===== src/switch_status_pkg.sv =====
package switch_status_pkg;

    // Register offsets (word index on the status read port)
    localparam logic [5:0] OFS_ADC_STATUS_GROUP3 = 6'h07;
    localparam logic [5:0] OFS_MATRIX_ROWS_10_13 = 6'h08;
    localparam logic [5:0] OFS_MATRIX_ROWS_14_15_COMMON = 6'h09;

    // Register geometry and reset value
    localparam int REG_W = 24;
    localparam logic [23:0] REG_RESET = 24'h000000;

    // Analog-level field positions in the group-3 register
    localparam int ADC18_LSB = 0;
    localparam int ADC19_LSB = 2;
    localparam int ADC_FIELD_W = 2;
    localparam int ADC_USED_W = 4;

    // Matrix geometry: rows 10..15, columns 4..9
    localparam int MAT_COLS = 6;
    localparam int MAT_ROWS = 6;
    localparam int MAT0_ROWS = 4;
    localparam int MAT1_ROW_LSB = 0;
    localparam int COM_LSB = 12;
    localparam int COM_INPUTS = 12;

    // Four-level analog codes
    localparam logic [1:0] LVL_BELOW_A = 2'h0;
    localparam logic [1:0] LVL_A_TO_B = 2'h1;
    localparam logic [1:0] LVL_B_TO_C = 2'h2;
    localparam logic [1:0] LVL_ABOVE_C = 2'h3;

    localparam int ADC_BITS = 10;

    typedef struct packed {
        logic valid;
        logic [9:0] value19;
        logic [9:0] value18;
    } adc_sample_t;

    typedef struct packed {
        logic [9:0] th3a;
        logic [9:0] th3b;
        logic [9:0] th3c;
    } adc_thresholds_t;

    typedef struct packed {
        logic valid;
        logic [2:0] col;
        logic [5:0] rows;
    } matrix_sample_t;

    typedef struct packed {
        logic valid;
        logic [11:0] above;
    } common_sample_t;

    typedef struct packed {
        logic rd;
        logic [5:0] addr;
    } rd_req_t;

    typedef struct packed {
        logic valid;
        logic [23:0] data;
    } rd_rsp_t;

endpackage


===== src/status_capture.sv =====
`timescale 1ns/1ps
`default_nettype none

// Bank of read-only status bits, each loaded only where its mask is set
module status_capture
    import switch_status_pkg::*;
#(
    parameter int W = 24
) (
    input wire logic clk,
    input wire logic rst_n,
    input wire logic [W-1:0] load_mask,
    input wire logic [W-1:0] load_data,
    output logic [W-1:0] bits
);

    typedef struct packed {
        logic [W-1:0] bits;
    } cap_state_t;

    cap_state_t state_r;
    cap_state_t state_nxt;

    // Unmasked bits hold their last sampled value
    always_comb begin
        state_nxt = state_r;
        state_nxt.bits = (state_r.bits & ~load_mask) | (load_data & load_mask);
    end

    always_ff @(posedge clk or negedge rst_n) begin
        if (!rst_n) begin
            state_r <= '0;
        end else begin
            state_r <= state_nxt;
        end
    end

    assign bits = state_r.bits;

endmodule
`default_nettype wire


===== src/switch_matrix_status_regs.sv =====
`timescale 1ns/1ps
`default_nettype none

module switch_matrix_status_regs
    import switch_status_pkg::*;
(
    input wire logic ref_clk,
    input wire logic rst_b,
    input wire adc_sample_t adc_sample,
    input wire adc_thresholds_t adc_thresholds,
    input wire matrix_sample_t matrix_sample,
    input wire common_sample_t common_sample,
    input wire rd_req_t rd_req,
    output rd_rsp_t rd_rsp
);

    // Reset release synchroniser; assertion stays asynchronous.
    // Release passes two stages so it never meets the status flops mid-cycle.
    typedef struct packed {
        logic meta_b;
        logic sync_b;
    } rst_state_t;

    rst_state_t rst_r;
    rst_state_t rst_nxt;
    logic rst_sync_b_r;

    always_comb begin
        rst_nxt = rst_r;
        rst_nxt.meta_b = 1'b1;
        rst_nxt.sync_b = rst_r.meta_b;
    end

    // Only the second stage is read outside this block
    always_ff @(posedge ref_clk or negedge rst_b) begin
        if (!rst_b) begin
            rst_r <= '0;
        end else begin
            rst_r <= rst_nxt;
        end
    end

    assign rst_sync_b_r = rst_r.sync_b;

    // Analog channels in field order: index 0 is input 18, index 1 is input 19.
    // Both share the one threshold set, but each channel has its own compare bank.
    localparam int ADC_CH = ADC_USED_W / ADC_FIELD_W;

    logic [ADC_CH-1:0][ADC_BITS-1:0] adc_value;
    logic [ADC_CH-1:0] ge_a;
    logic [ADC_CH-1:0] ge_b;
    logic [ADC_CH-1:0] ge_c;
    logic [ADC_CH-1:0][ADC_FIELD_W-1:0] adc_level;
    logic [ADC_USED_W-1:0] adc_mask;
    logic [ADC_USED_W-1:0] adc_data;
    logic [MAT_COLS-1:0] col_hot;
    logic [REG_W-1:0] mat0_mask;
    logic [REG_W-1:0] mat0_data;
    logic [REG_W-1:0] mat1_mask;
    logic [REG_W-1:0] mat1_data;
    logic [ADC_USED_W-1:0] adc_bits;
    logic [REG_W-1:0] mat0_bits;
    logic [REG_W-1:0] mat1_bits;

    // Threshold compares, each one "equal to or above"
    always_comb begin
        adc_value[0] = adc_sample.value18;
        adc_value[1] = adc_sample.value19;
        ge_a = '0;
        ge_b = '0;
        ge_c = '0;
        for (int ch = 0; ch < ADC_CH; ch++) begin
            ge_a[ch] = (adc_value[ch] >= adc_thresholds.th3a);
            ge_b[ch] = (adc_value[ch] >= adc_thresholds.th3b);
            ge_c[ch] = (adc_value[ch] >= adc_thresholds.th3c);
        end
    end

    // Highest threshold reached wins, so misordered thresholds still give a legal code
    always_comb begin
        adc_level = '0;
        for (int ch = 0; ch < ADC_CH; ch++) begin
            if (ge_c[ch]) begin
                adc_level[ch] = LVL_ABOVE_C;
            end else if (ge_b[ch]) begin
                adc_level[ch] = LVL_B_TO_C;
            end else if (ge_a[ch]) begin
                adc_level[ch] = LVL_A_TO_B;
            end else begin
                adc_level[ch] = LVL_BELOW_A;
            end
        end
    end

    always_comb begin
        adc_mask = {ADC_USED_W{adc_sample.valid}};
        adc_data = '0;
        adc_data[ADC19_LSB +: ADC_FIELD_W] = adc_level[1];
        adc_data[ADC18_LSB +: ADC_FIELD_W] = adc_level[0];
    end

    // Column one-hot; codes 6 and 7 select nothing rather than alias a column
    always_comb begin
        col_hot = '0;
        for (int c = 0; c < MAT_COLS; c++) begin
            col_hot[c] = matrix_sample.valid && (int'(matrix_sample.col) == c);
        end
    end

    // Scatter one polled column into both matrix registers.
    // Unselected columns leave their mask bits low, so those bits hold.
    always_comb begin
        mat0_mask = '0;
        mat0_data = '0;
        mat1_mask = '0;
        mat1_data = '0;
        for (int r = 0; r < MAT_ROWS; r++) begin
            for (int c = 0; c < MAT_COLS; c++) begin
                if (r < MAT0_ROWS) begin
                    mat0_mask[r*MAT_COLS + c] = col_hot[c];
                    mat0_data[r*MAT_COLS + c] = matrix_sample.rows[r];
                end else begin
                    // rows 14 and 15 low bits
                    mat1_mask[MAT1_ROW_LSB + (r-MAT0_ROWS)*MAT_COLS + c] = col_hot[c];
                    mat1_data[MAT1_ROW_LSB + (r-MAT0_ROWS)*MAT_COLS + c] = matrix_sample.rows[r];
                end
            end
        end
        if (common_sample.valid) begin
            mat1_mask[COM_LSB +: COM_INPUTS] = {COM_INPUTS{1'b1}};
            mat1_data[COM_LSB +: COM_INPUTS] = common_sample.above;
        end
    end

    status_capture #(.W(ADC_USED_W)) u_adc_cap (
        .clk(ref_clk),
        .rst_n(rst_sync_b_r),
        .load_mask(adc_mask),
        .load_data(adc_data),
        .bits(adc_bits)
    );

    status_capture #(.W(REG_W)) u_mat0_cap (
        .clk(ref_clk),
        .rst_n(rst_sync_b_r),
        .load_mask(mat0_mask),
        .load_data(mat0_data),
        .bits(mat0_bits)
    );

    status_capture #(.W(REG_W)) u_mat1_cap (
        .clk(ref_clk),
        .rst_n(rst_sync_b_r),
        .load_mask(mat1_mask),
        .load_data(mat1_data),
        .bits(mat1_bits)
    );

    // Read answer register; the only top-level state besides reset release
    typedef struct packed {
        rd_rsp_t rsp;
    } top_state_t;

    top_state_t state_r;
    top_state_t state_nxt;

    // Read decode; writes do not exist, unmapped offsets read zero.
    // Reads sample the held copies, so a read never sees a half update.
    always_comb begin
        state_nxt = state_r;
        state_nxt.rsp.valid = rd_req.rd;
        if (rd_req.rd) begin
            unique case (rd_req.addr)
                OFS_ADC_STATUS_GROUP3: begin
                    state_nxt.rsp.data = {{(REG_W-ADC_USED_W){1'b0}}, adc_bits};
                end
                OFS_MATRIX_ROWS_10_13: begin
                    state_nxt.rsp.data = mat0_bits;
                end
                OFS_MATRIX_ROWS_14_15_COMMON: begin
                    state_nxt.rsp.data = mat1_bits;
                end
                default: begin
                    state_nxt.rsp.data = REG_RESET;
                end
            endcase
        end
    end

    always_ff @(posedge ref_clk or negedge rst_sync_b_r) begin
        if (!rst_sync_b_r) begin
            state_r <= '0;
        end else begin
            state_r <= state_nxt;
        end
    end

    assign rd_rsp = state_r.rsp;

endmodule
`default_nettype wire


===== config.mk =====
export PLATFORM = sky130hd
export DESIGN_NAME = switch_matrix_status_regs
export DESIGN_NICKNAME = d
export VERILOG_FILES = /design/src/switch_status_pkg.sv /design/src/status_capture.sv /design/src/switch_matrix_status_regs.sv
export SDC_FILE = /design/constraint.sdc
export NUM_CORES = 1
export LEC_CHECK = 0
export BUFFER_PORTS_ARGS = -buffer_cell sky130_fd_sc_hd__buf_4
export CAP_MARGIN = 5
export CORE_MARGIN = 3
export CORE_UTILIZATION = 35
export CTS_CLUSTER_DIAMETER = 30
export CTS_CLUSTER_SIZE = 30
export DETAILED_ROUTE_END_ITERATION = 10
export PLACE_DENSITY = 0.57
export RECOVER_POWER = 25
export SLEW_MARGIN = 15
export SYNTH_ARGS = -nofsm -noshare
export SYNTH_HDL_FRONTEND = slang
export SYNTH_HIERARCHICAL = 1
export SYNTH_SLANG_ARGS = --single-unit

===== constraint.sdc =====
create_clock -name ref_clk -period 2.49 [get_ports ref_clk]
set_input_delay 0.3735 -clock ref_clk [delete_from_list [all_inputs] [get_ports ref_clk]]
set_output_delay 0.3735 -clock ref_clk [all_outputs]
set_load 0.01 [all_outputs]

==> results.md, run 1 <==
* Clock Latency Late Sink at 340 ps
* Total number of vias at 3,627
* Clk_skew at 10.1 ps
* GRT overflow at 0
* Register area at 1980 sq um
* CTS tree: built
* CP peak stage delay at 310 ps
* Min-Delay Path Depth at 2
* Reg2Reg Setup Slack at 1090 ps
* Worst Path Required at 2710 ps
* Crit Reg-Reg Startpoint: rst_sync_b_r$_DFF_PN0_
* Max Clk Rate at 549 MHz
* Largest net degree at the start of global routing at 49
* Clock slew at reported path FFs at 60 ps
* Clock Sinks at 79
* Crit Path Class: in2reg
* Primary FF master, synth: dfrtp_1
* Nature of the critical path startpoint: input port
* I/O pin cnt at 108
* Maximum vdd drop at 0.292 mV
* Yosys warnings at 6
* CP Depth at 9
* Number of buffers created by CTS at 9
* Rel. slew slack at 14.8%
* Run status: complete, no violations
* PortBufs at 107
* Clock Tree Buf Depth at 2
* Synth top area share at 40.2%
* Post-synth EDFFs at 0
* DRT antenna net count at 0
* Most area-consuming cells after synthesis: dfrtp_1 (40%), mux2_4 (16%), ha_1 (15%)
* Slowest-stage cell, CP: a221oi_2
* Antenna violations before repair at 0
* Cells after Synth at 416
* Crit Path Max Fanout at 3
* GP Congestion at 0.874
* Final Hold Vio Count at 0
* Post-Synthesis Cell Area at 4920 sq um
* Met3 routed WL at 582 um
* # fillers at 1,245
* Syn Nets at 559
* DIE WIDTH at 125 um
* Setup TNS at 0 ps
* Fin crit period at 1820 ps
* Worst setup EP type: flip-flop
* Unrepaired setup endpoints after global routing: false
* Worst Hold Launch: matrix_sample[2]
* Placement Rows at 42
* Worst Tran Pin Value at 1280 ps
* First-pass DRT Iterations at 4
* Final Power at 3.79 mW
* Post-Route WL at 12.3 mm
* Global-route wire length before repair at 20.4 mm
* WP buf/inv at 2
* Layout area overhead at 27.6%
* # DRC at 0
* Total global-route track usage at 16.2%
* Static Leak at 3.14 nW
* Die footprint at 15,500 sq um
* P per Cell Area at 604 nW/um^2
* Core Area at 13,500 sq um
* Synth async-reset ratio at 100%
* Ant. Diodes at 0
* CP cell instances: buf_4, inv_1, ha_1, nand2b_1, a211oi_1, o21ai_0, a221oi_2, o2111ai_1, mux2_4
* Clk root buf: clkbuf_16
* Metal2 WL at 5.64 mm
* HP Class: in2reg
* Layout Nets at 679
* Top delay family on crit path: compound AO/OA/AOI/OAI gates
* Top sig layer: met4
* Yosys cell types at 34
* DR WL/cell at 17.1 um
* Gates resized, CTS repair at 0
* Worst endpoint data arrival time at 2040 ps
* Period utilization at 73.1%
* R2R depth at 1
* Synth Area per Inst at 11.8 sq um
* Setup violators final at 0
* H-Tree Depth at 3
* Post-synth top area cell: dfrtp_1
* Layout cells sized above 1 at 37.5%
* Vias in the first global route at 3,887
* Initial drt markers at 189
* Via density at 5.06
* Post-DP HPWL at 9.42 mm
* Final count of pins violating max slew at 0
* Seq/Total Area, Yosys at 40.2%
* Synthesized flop and latch total at 79
* Hold_ws at 333 ps
* DRT met1 WL at 5.88 mm
* Die Ht at 125 um
* Area of the multi-input gates at 2730 sq um
* Initial Util at 36.4%
* Maxcap violations at 0
[where the power goes]
| part | switching [mW] | leakage (nW) | internal, mW | total (mW) |
|---|---|---|---|---|
| sequential | 0.136 | 0.972 | 1.47 | 1.61 |
| clock | 0.529 | 0.157 | 0.885 | 1.41 |
| combinational | 0.308 | 2.01 | 0.462 | 0.770 |
| total | 0.973 | 3.14 | 2.82 | 3.79 |
[cell usage after synthesis, types with 2 or more instances]
cell,n
nor2_1,49
inv_1,31
nor3_1,5
dfrtp_1,79
clkbuf_1,3
nand2_1,6
buf_2,2
a21o_1,10
a221oi_2,18
and2_1,12
nor3b_1,3
a41oi_1,2
buf_6,5
a221oi_1,8
o2111ai_1,2
nand4_1,6
nor4_1,2
ha_1,60
or3b_2,2
and3_1,2
a211oi_1,10
o211ai_1,2
a21oi_1,16
o21ai_0,11
nand2b_1,9
and4_1,2
mux2_4,52
[repair_timing]
item,CTS,global route
buffers inserted,0,0
endpoints found under the hold margin,2,0
hold buffers,1,0
[metrics by stage]
stage	cells	cell area [sq um]	setup slack, ps	util (%)
floorplan	416	4920	127	-
detailed placement	700	5960	332	44.1
global route	717	6270	542	46.4
finish	717	6270	669	46.4
CTS	717	6290	684	46.6
global placement	700	5960	347	44.1
[kinds of logic (layout without fill, tap and decap cells)]
kind of cell	Yosys count	count (layout)	synth area share [%]
buffers and inverters	42	167	4.02
muxes	52	52	15.9
AOI/OAI and AO/OA	80	80	13.8
and+or+nand+nor	102	102	10.7
adders and majority gates	60	60	15.3
DFF	79	79	40.2
other	1	1	0.0763
[placed cells by master (no fill, tap or decap), types with 3 or more instances in the layout]
| cell | Yosys | routed |
|---|---|---|
| nand4_1 | 6 | 6 |
| ha_1 | 60 | 60 |
| o21ai_0 | 11 | 11 |
| and2_0 | 0 | 9 |
| a221oi_2 | 18 | 18 |
| dfrtp_1 | 79 | 79 |
| a21oi_1 | 16 | 16 |
| nor3_1 | 5 | 5 |
| nor2_1 | 49 | 49 |
| a211oi_1 | 10 | 10 |
| nand2b_1 | 9 | 9 |
| nor3b_1 | 3 | 3 |
| clkbuf_16 | 0 | 9 |
| a221oi_1 | 8 | 8 |
| and2_1 | 12 | 3 |
| nand2_1 | 6 | 6 |
| buf_4 | 0 | 115 |
| mux2_4 | 52 | 50 |
| inv_1 | 31 | 31 |
| a21o_1 | 10 | 10 |
| clkbuf_1 | 3 | 3 |
[layer usage]
metal / track usage [%] / vias up
met4: 4.64 / 0
met2: 25.4 / 94
met1: 23.1 / 1750
met5: 0 / -
met3: 2.53 / 14
li1: - / 1769
[worst max path at each step]
| stage | startpoint | to | slack [ps] |
|---|---|---|---|
| final | adc_sample[10] | flip-flop | 670 |
| after global routing | adc_sample[10] | flip-flop | 540 |
| after CTS | adc_sample[0] | flip-flop | 680 |
| after detailed placement | adc_sample[0] | flip-flop | 330 |
| after global placement | adc_sample[0] | flip-flop | 350 |
| after floorplan | rst_sync_b_r$_DFF_PN0_ | rd_rsp[0]$_DFFE_PN0P_ | 130 |
[cell type report]
class | instances | area share, %
clock inverters | 6 | 1.46
flip-flops and latches | 79 | 31.5
well taps | 176 | 3.51
multi-input cells | 295 | 43.6
inverters | 32 | 1.92
repair buffers | 119 | 14.4
clock buffers | 10 | 3.65
Power figures use the tool's default switching activity.
==> run 2, diff against run 1 <==
- PLACE_DENSITY: 0.57 -> 0.55
- clock period: 2.49 -> 1.7 ns (I/O delays scaled with it)
==> run 2 against run 1 <==
Clock-buffer cell count unchanged; largest cell class unchanged; core utilization increased by 1.6 points; cell area increased by 3.4%; largest power group unchanged; final cell count increased by 2.6%; flip-flop and latch count unchanged.
==> results.md, run 2 (same netlist as run 1, synthesis figures left out) <==
* R2R depth at 1
* Post-Route WL at 12.1 mm
* Die footprint at 15,500 sq um
* Worst setup EP type: flip-flop
* Worst Path Required at 1910 ps
* CTS tree: built
* Die Ht at 125 um
* Clock slew at reported path FFs at 50 ps
* Crit Path Max Fanout at 3
* P per Cell Area at 835 nW/um^2
* Commonest non-fill, non-tap cell in the layout: buf_4
* Setup violators final at 0
* Fin crit period at 1640 ps
* H-Tree Depth at 3
* HP Class: in2reg
* Unrepaired setup endpoints after global routing: true
* Post-CTS Setup Repair Bufs at 0
* First-pass DRT Iterations at 6
* DR WL/cell at 16.4 um
* Final count of pins violating max slew at 0
* Run status: complete, no violations
* Vias in the first global route at 3,857
* Crit Path Class: in2reg
* PortBufs at 107
* Clk_skew at 6.79 ps
* Global-route wire length before repair at 20.2 mm
* GR Layer Usage met1 at 22.9%
* Final Hold Vio Count at 0
* Maximum vdd drop at 0.555 mV
* Nature of the critical path startpoint: input port
* Clock Tree Buf Depth at 2
* CP cell instances: buf_4, inv_2, ha_4, nand2b_4, a211oi_4, o21ai_2, a221oi_2, o2111ai_1, mux2_4
* DIE WIDTH at 125 um
* Largest net degree at the start of global routing at 78
* GRT overflow at 0
* Slowest-stage cell, CP: a221oi_2
* Total number of vias at 3,625
* Routing usage on met3 at 3.99%
* Placement Rows at 42
* Final Power at 5.42 mW
* Core Area at 13,500 sq um
* Ant. Diodes at 0
* CP Depth at 9
* CP peak stage delay at 310 ps
* Maxcap violations at 0
* Min-Delay Path Depth at 1
* # DRC at 0
* Antenna violations before repair at 0
* Clk root buf: clkbuf_16
* Worst endpoint data arrival time at 1850 ps
* Layout Nets at 699
* WP buf/inv at 2
* Busiest grt layer: met2
* Clock Sinks at 79
* Max Clk Rate at 609 MHz
* Clock Latency Late Sink at 330 ps
* Layout area overhead at 31.9%
* Period utilization at 96.6%
* Via density at 4.93
* Global Route met2 Usage at 24.5%
* GP Congestion at 0.774
* Post-layout util at 48.0%
* DRT antenna net count at 0
* Layout cells sized above 1 at 42.0%
* Initial Util at 36.4%
* Worst Tran Pin Value at 1030 ps
* Initial drt markers at 197
* Most frequent cells in the layout: buf_4 (133), dfrtp_1 (78), ha_1 (58), mux2_4 (52), nor2_1 (49)
* Static Leak at 3.24 nW
* Top delay family on crit path: compound AO/OA/AOI/OAI gates
* I/O pin cnt at 108
* Number of buffers created by CTS at 9
* Total global-route track usage at 15.9%
* Post-DP HPWL at 9.39 mm
* Rel. slew slack at 31.1%
[run 2: per-layer routing]
metal / routed length (um) / part of all wire (%)
met5: 0 / 0
met4: 70 / 0.58
met3: 481 / 4.0
met2: 5470 / 45
met1: 6050 / 50
[run 2: final timing paths]
| path | start | endpoint | slack [ps] |
|---|---|---|---|
| worst min register to register | rst_nxt[0]$_DFF_PN0_ | rst_sync_b_r$_DFF_PN0_ | 350 |
| min in group asynchronous | rst_b | rst_nxt[0]$_DFF_PN0_ | 240 |
| worst max-delay path | adc_sample[10] | flip-flop | 60 |
| max in group asynchronous | rst_sync_b_r$_DFF_PN0_ | async pin | 490 |
| worst max register to register | rst_sync_b_r$_DFF_PN0_ | async pin | 490 |
| worst min-delay path | rd_req[6] | rd_rsp[24]$_DFF_PN0_ | 130 |
[run 2: power by group]
group | total [mW] | internal, mW | switching [mW]
clock network | 1.87 | 1.13 | 0.742
logic | 1.21 | 0.727 | 0.483
registers | 2.34 | 2.15 | 0.182
total | 5.42 | 4.01 | 1.41
[run 2: through the flow]
stage | std cells | area (sq um) | worst slack, ps | hold slack, ps | setup TNS, ps
3_3_place_gp | 720 | 6180 | -312 | 37.0 | -1100
4_1_cts | 736 | 6470 | 19.9 | 64.6 | 0
3_5_place_dp | 720 | 6180 | -323 | 40.4 | -1120
5_1_grt | 736 | 6490 | -22.9 | 129 | -22.9
2_1_floorplan | 416 | 4970 | 28.6 | -40.6 | 0
6_report | 736 | 6490 | 58.0 | 128 | 0
[run 2: area by class of cell]
class                           count  area [sq um]
Timing Repair Buffer              139          1060
Tap cell                          176           220
Inverter                           32           128
Clock inverter                      5          60.1
Fill cell                        1236          7020
Clock buffer                       10           229
Multi-Input combinational cell    295          2810
Sequential cell                    79          1980
[run 2: repair_timing]
action                                  in CTS  in global routing
endpoints found under the hold margin        2                  0
hold buffers                                 1                  0
endpoints found under the setup margin       0                  4
gates resized for setup                      0                  8
==> run 3, diff against run 2 <==
- CORE_UTILIZATION: 35 -> 41
- PLACE_DENSITY: 0.55 -> 0.63
- SYNTH_HIERARCHICAL: 1 -> default
==> run 3 against run 2 <==
First-iteration DRC count is 48% lower; synthesized cell count grew 3.4%; non-clock buffer count shrank 20; final cell count is 5.8% lower; maximum frequency up 10%; sequential share of layout area up 2.2 points; clock-buffer cell count decreased by 1; total power is 4.7% higher; critical path depth did not move; sequential power fell by 3%; setup slack better by 150 ps; highest routed layer unchanged.
==> results.md, run 3 <==
* Most frequent cell after synthesis: dfrtp_1
* Maximum vdd drop at 0.531 mV
* Clock Sinks at 79
* Clk_skew at 5.69 ps
* Post-Route WL at 11.2 mm
* Initial Util at 42.4%
* Most frequent cells in the layout: buf_4 (114), dfrtp_1 (78), mux2_2 (68), ha_1 (60), inv_1 (49)
* Antenna violations before repair at 0
* Die footprint at 12,600 sq um
* Clk pwr share at 41.5%
* Worst endpoint data arrival time at 1700 ps
* Period utilization at 87.6%
* Post-Synthesis Cell Area at 4640 sq um
* Reg power frac at 40.1%
* Die Ht at 112 um
* Final count of pins violating max slew at 0
* Yosys warnings at 0
* HP Class: in2reg
* Worst setup EP type: flip-flop
* Commonest non-fill, non-tap cell in the layout: buf_4
* H-Tree Depth at 3
* Via density at 5.22
* Layout Nets at 691
* Synth top area share at 42.6%
* RR Endpoint: rd_rsp[24]$_DFF_PN0_
* Max Clk Rate at 672 MHz
* GP Congestion at 0.846
* Post-synth top area cell: dfrtp_1
* CP Depth at 9
* Post-synth EDFFs at 0
* Setup WS post-layout at 211 ps
* Clk root buf: clkbuf_16
* Synth Area per Inst at 10.8 sq um
* Yosys cell types at 35
* Largest net degree at the start of global routing at 50
* Clock Tree Buf Depth at 2
* Internal at 4.31 mW
* Placement Rows at 38
* Top cells by count, synth: dfrtp_1 (79), mux2_2 (68), ha_1 (60)
* Worst Tran Pin Value at 942 ps
* GRT overflow at 0
* Static Leak at 2.94 nW
* Layout cells sized above 1 at 37.4%
* Reg2Reg Setup Slack at 720 ps
* Synthesized flop and latch total at 79
* Gate power share at 18.4%
* Cells after Synth at 430
* Run status: complete, no violations
* Total global-route track usage at 18.4%
* Slowest-stage cell, CP: o32a_1
* Global-route wire length before repair at 19.0 mm
* R2R depth at 1
* Core Area at 10,900 sq um
* Worst Path Required at 1910 ps
* Unrepaired setup endpoints after global routing: false
* DIE WIDTH at 112 um
* WP buf/inv at 2
* PortBufs at 107
* Layout area overhead at 30.4%
* # fillers at 952
* Crit Reg-Reg Startpoint: rst_sync_b_r$_DFF_PN0_
* Gates resized, CTS repair at 0
* Nature of the critical path startpoint: input port
* Synth async-reset ratio at 100%
* Initial drt markers at 102
* First-pass DRT Iterations at 4
* # DRC at 0
* Vias in the first global route at 3,913
* Maxcap violations at 0
* Fin crit period at 1490 ps
* Top delay family on crit path: compound AO/OA/AOI/OAI gates
* Ant. Diodes at 0
* Setup violators final at 0
* Net Sw Frac at 23.9%
* Crit Path Max Fanout at 3
* Crit Path Class: in2reg
* Rel. slew slack at 37.2%
* Final Hold Vio Count at 0
* Post-CTS Setup Repair Bufs at 0
* CP peak stage delay at 340 ps
* DR WL/cell at 16.1 um
* Seq/Total Area, Yosys at 42.6%
* Syn Nets at 573
* Switching pwr at 1.36 mW
* Most area-consuming cells after synthesis: dfrtp_1 (43%), mux2_2 (16%), ha_1 (16%)
* I/O pin cnt at 108
* P per Cell Area at 937 nW/um^2
* CTS tree: built
* Hold_ws at 154 ps
* Total number of vias at 3,616
* CP startpoint: adc_sample[0]
* Clock Latency Late Sink at 330 ps
* Fin area at 6050 sq um
* Placed instance area at 5680 sq um
* Post-DP HPWL at 8.80 mm
* CP cell instances: buf_4, inv_1, ha_1, nand2b_1, a31oi_1, o21ai_1, a21oi_1, nor2_1, o32a_1
* Number of buffers created by CTS at 9
* Clock slew at reported path FFs at 60 ps
* Primary FF master, synth: dfrtp_1
* DRT antenna net count at 0
* Place WS at -117 ps
[run 3: cell types whose count changed in the layout (fill, tap and decap cells not counted), moves of 8 or more]
cell / delta
a221oi_1: -8
a221oi_2: -18
a21oi_1: +12
inv_1: +20
nor2_1: -33
nand2_1: +29
buf_4: -19
mux2_2: +68
a21o_1: -8
mux2_4: -52
and2_1: -12
o22ai_1: +20
[run 3: final cells by class]
cell class / instances / area (sq um) / share of cell area, %
Tap cell: 140 / 175 / 2.89
Multi-Input combinational cell: 290 / 2430 / 40.1
Timing Repair Buffer: 119 / 915 / 15.1
Sequential cell: 79 / 1980 / 32.7
Clock inverter: 7 / 145 / 2.40
Clock buffer: 9 / 225 / 3.72
Inverter: 49 / 184 / 3.04
[run 3: power by group through the flow]
stage          combinational [mW]  clock, mW  sequential [mW]
2_1_floorplan               0.649          0             2.28
3_3_place_gp                 1.02          0             2.29
3_5_place_dp                 1.05          0             2.31
4_1_cts                      1.06       2.39             2.28
5_1_grt                      1.17       2.49             2.31
6_report                     1.05       2.35             2.27
[run 3: logic make-up after synthesis]
logic type | share of synthesized area (%)
adder cells (fa/ha/maj) | 16.2
other | 0.0808
buffers and inverters | 5.07
AO/OA/AOI/OAI | 10.1
multiplexers | 17.4
AND/OR/NAND/NOR | 8.60
flip-flops | 42.6
[run 3: metrics by stage]
stage | setup TNS [ps] | util (%) | power, mW | std cells
detailed placement | -453 | 51.9 | 3.36 | 676
finish | 0 | 55.3 | 5.67 | 693
global placement | -354 | 51.9 | 3.31 | 676
floorplan | 0 | - | 2.93 | 430
global route | 0 | 55.3 | 5.97 | 693
CTS | 0 | 55.4 | 5.73 | 693
[run 3: how the worst min path moves through the flow]
stage,to,from,depth (start not counted)
3_3_place_gp,rst_nxt[0]$_DFF_PN0_,rst_b,1
5_1_grt,flip-flop,common_sample[1],2
4_1_cts,flip-flop,common_sample[1],2
3_5_place_dp,rst_sync_b_r$_DFF_PN0_,rst_b,1
6_report,flip-flop,common_sample[2],2
2_1_floorplan,rst_nxt[0]$_DFF_PN0_,rst_b,0
[run 3: layer usage]
layer  vias to the layer above  track usage (%)  wire [um]
met5                         -                0          0
met4                         0             5.61         92
li1                       1761                -          -
met1                      1770             24.1       4940
met3                         9             3.07        477
met2                        76             31.4       5640
[run 3: timing repair]
item / CTS / global route
endpoints found under the hold margin: 2 / 0
setup endpoints to repair: 0 / 0
hold buffers: 1 / 0
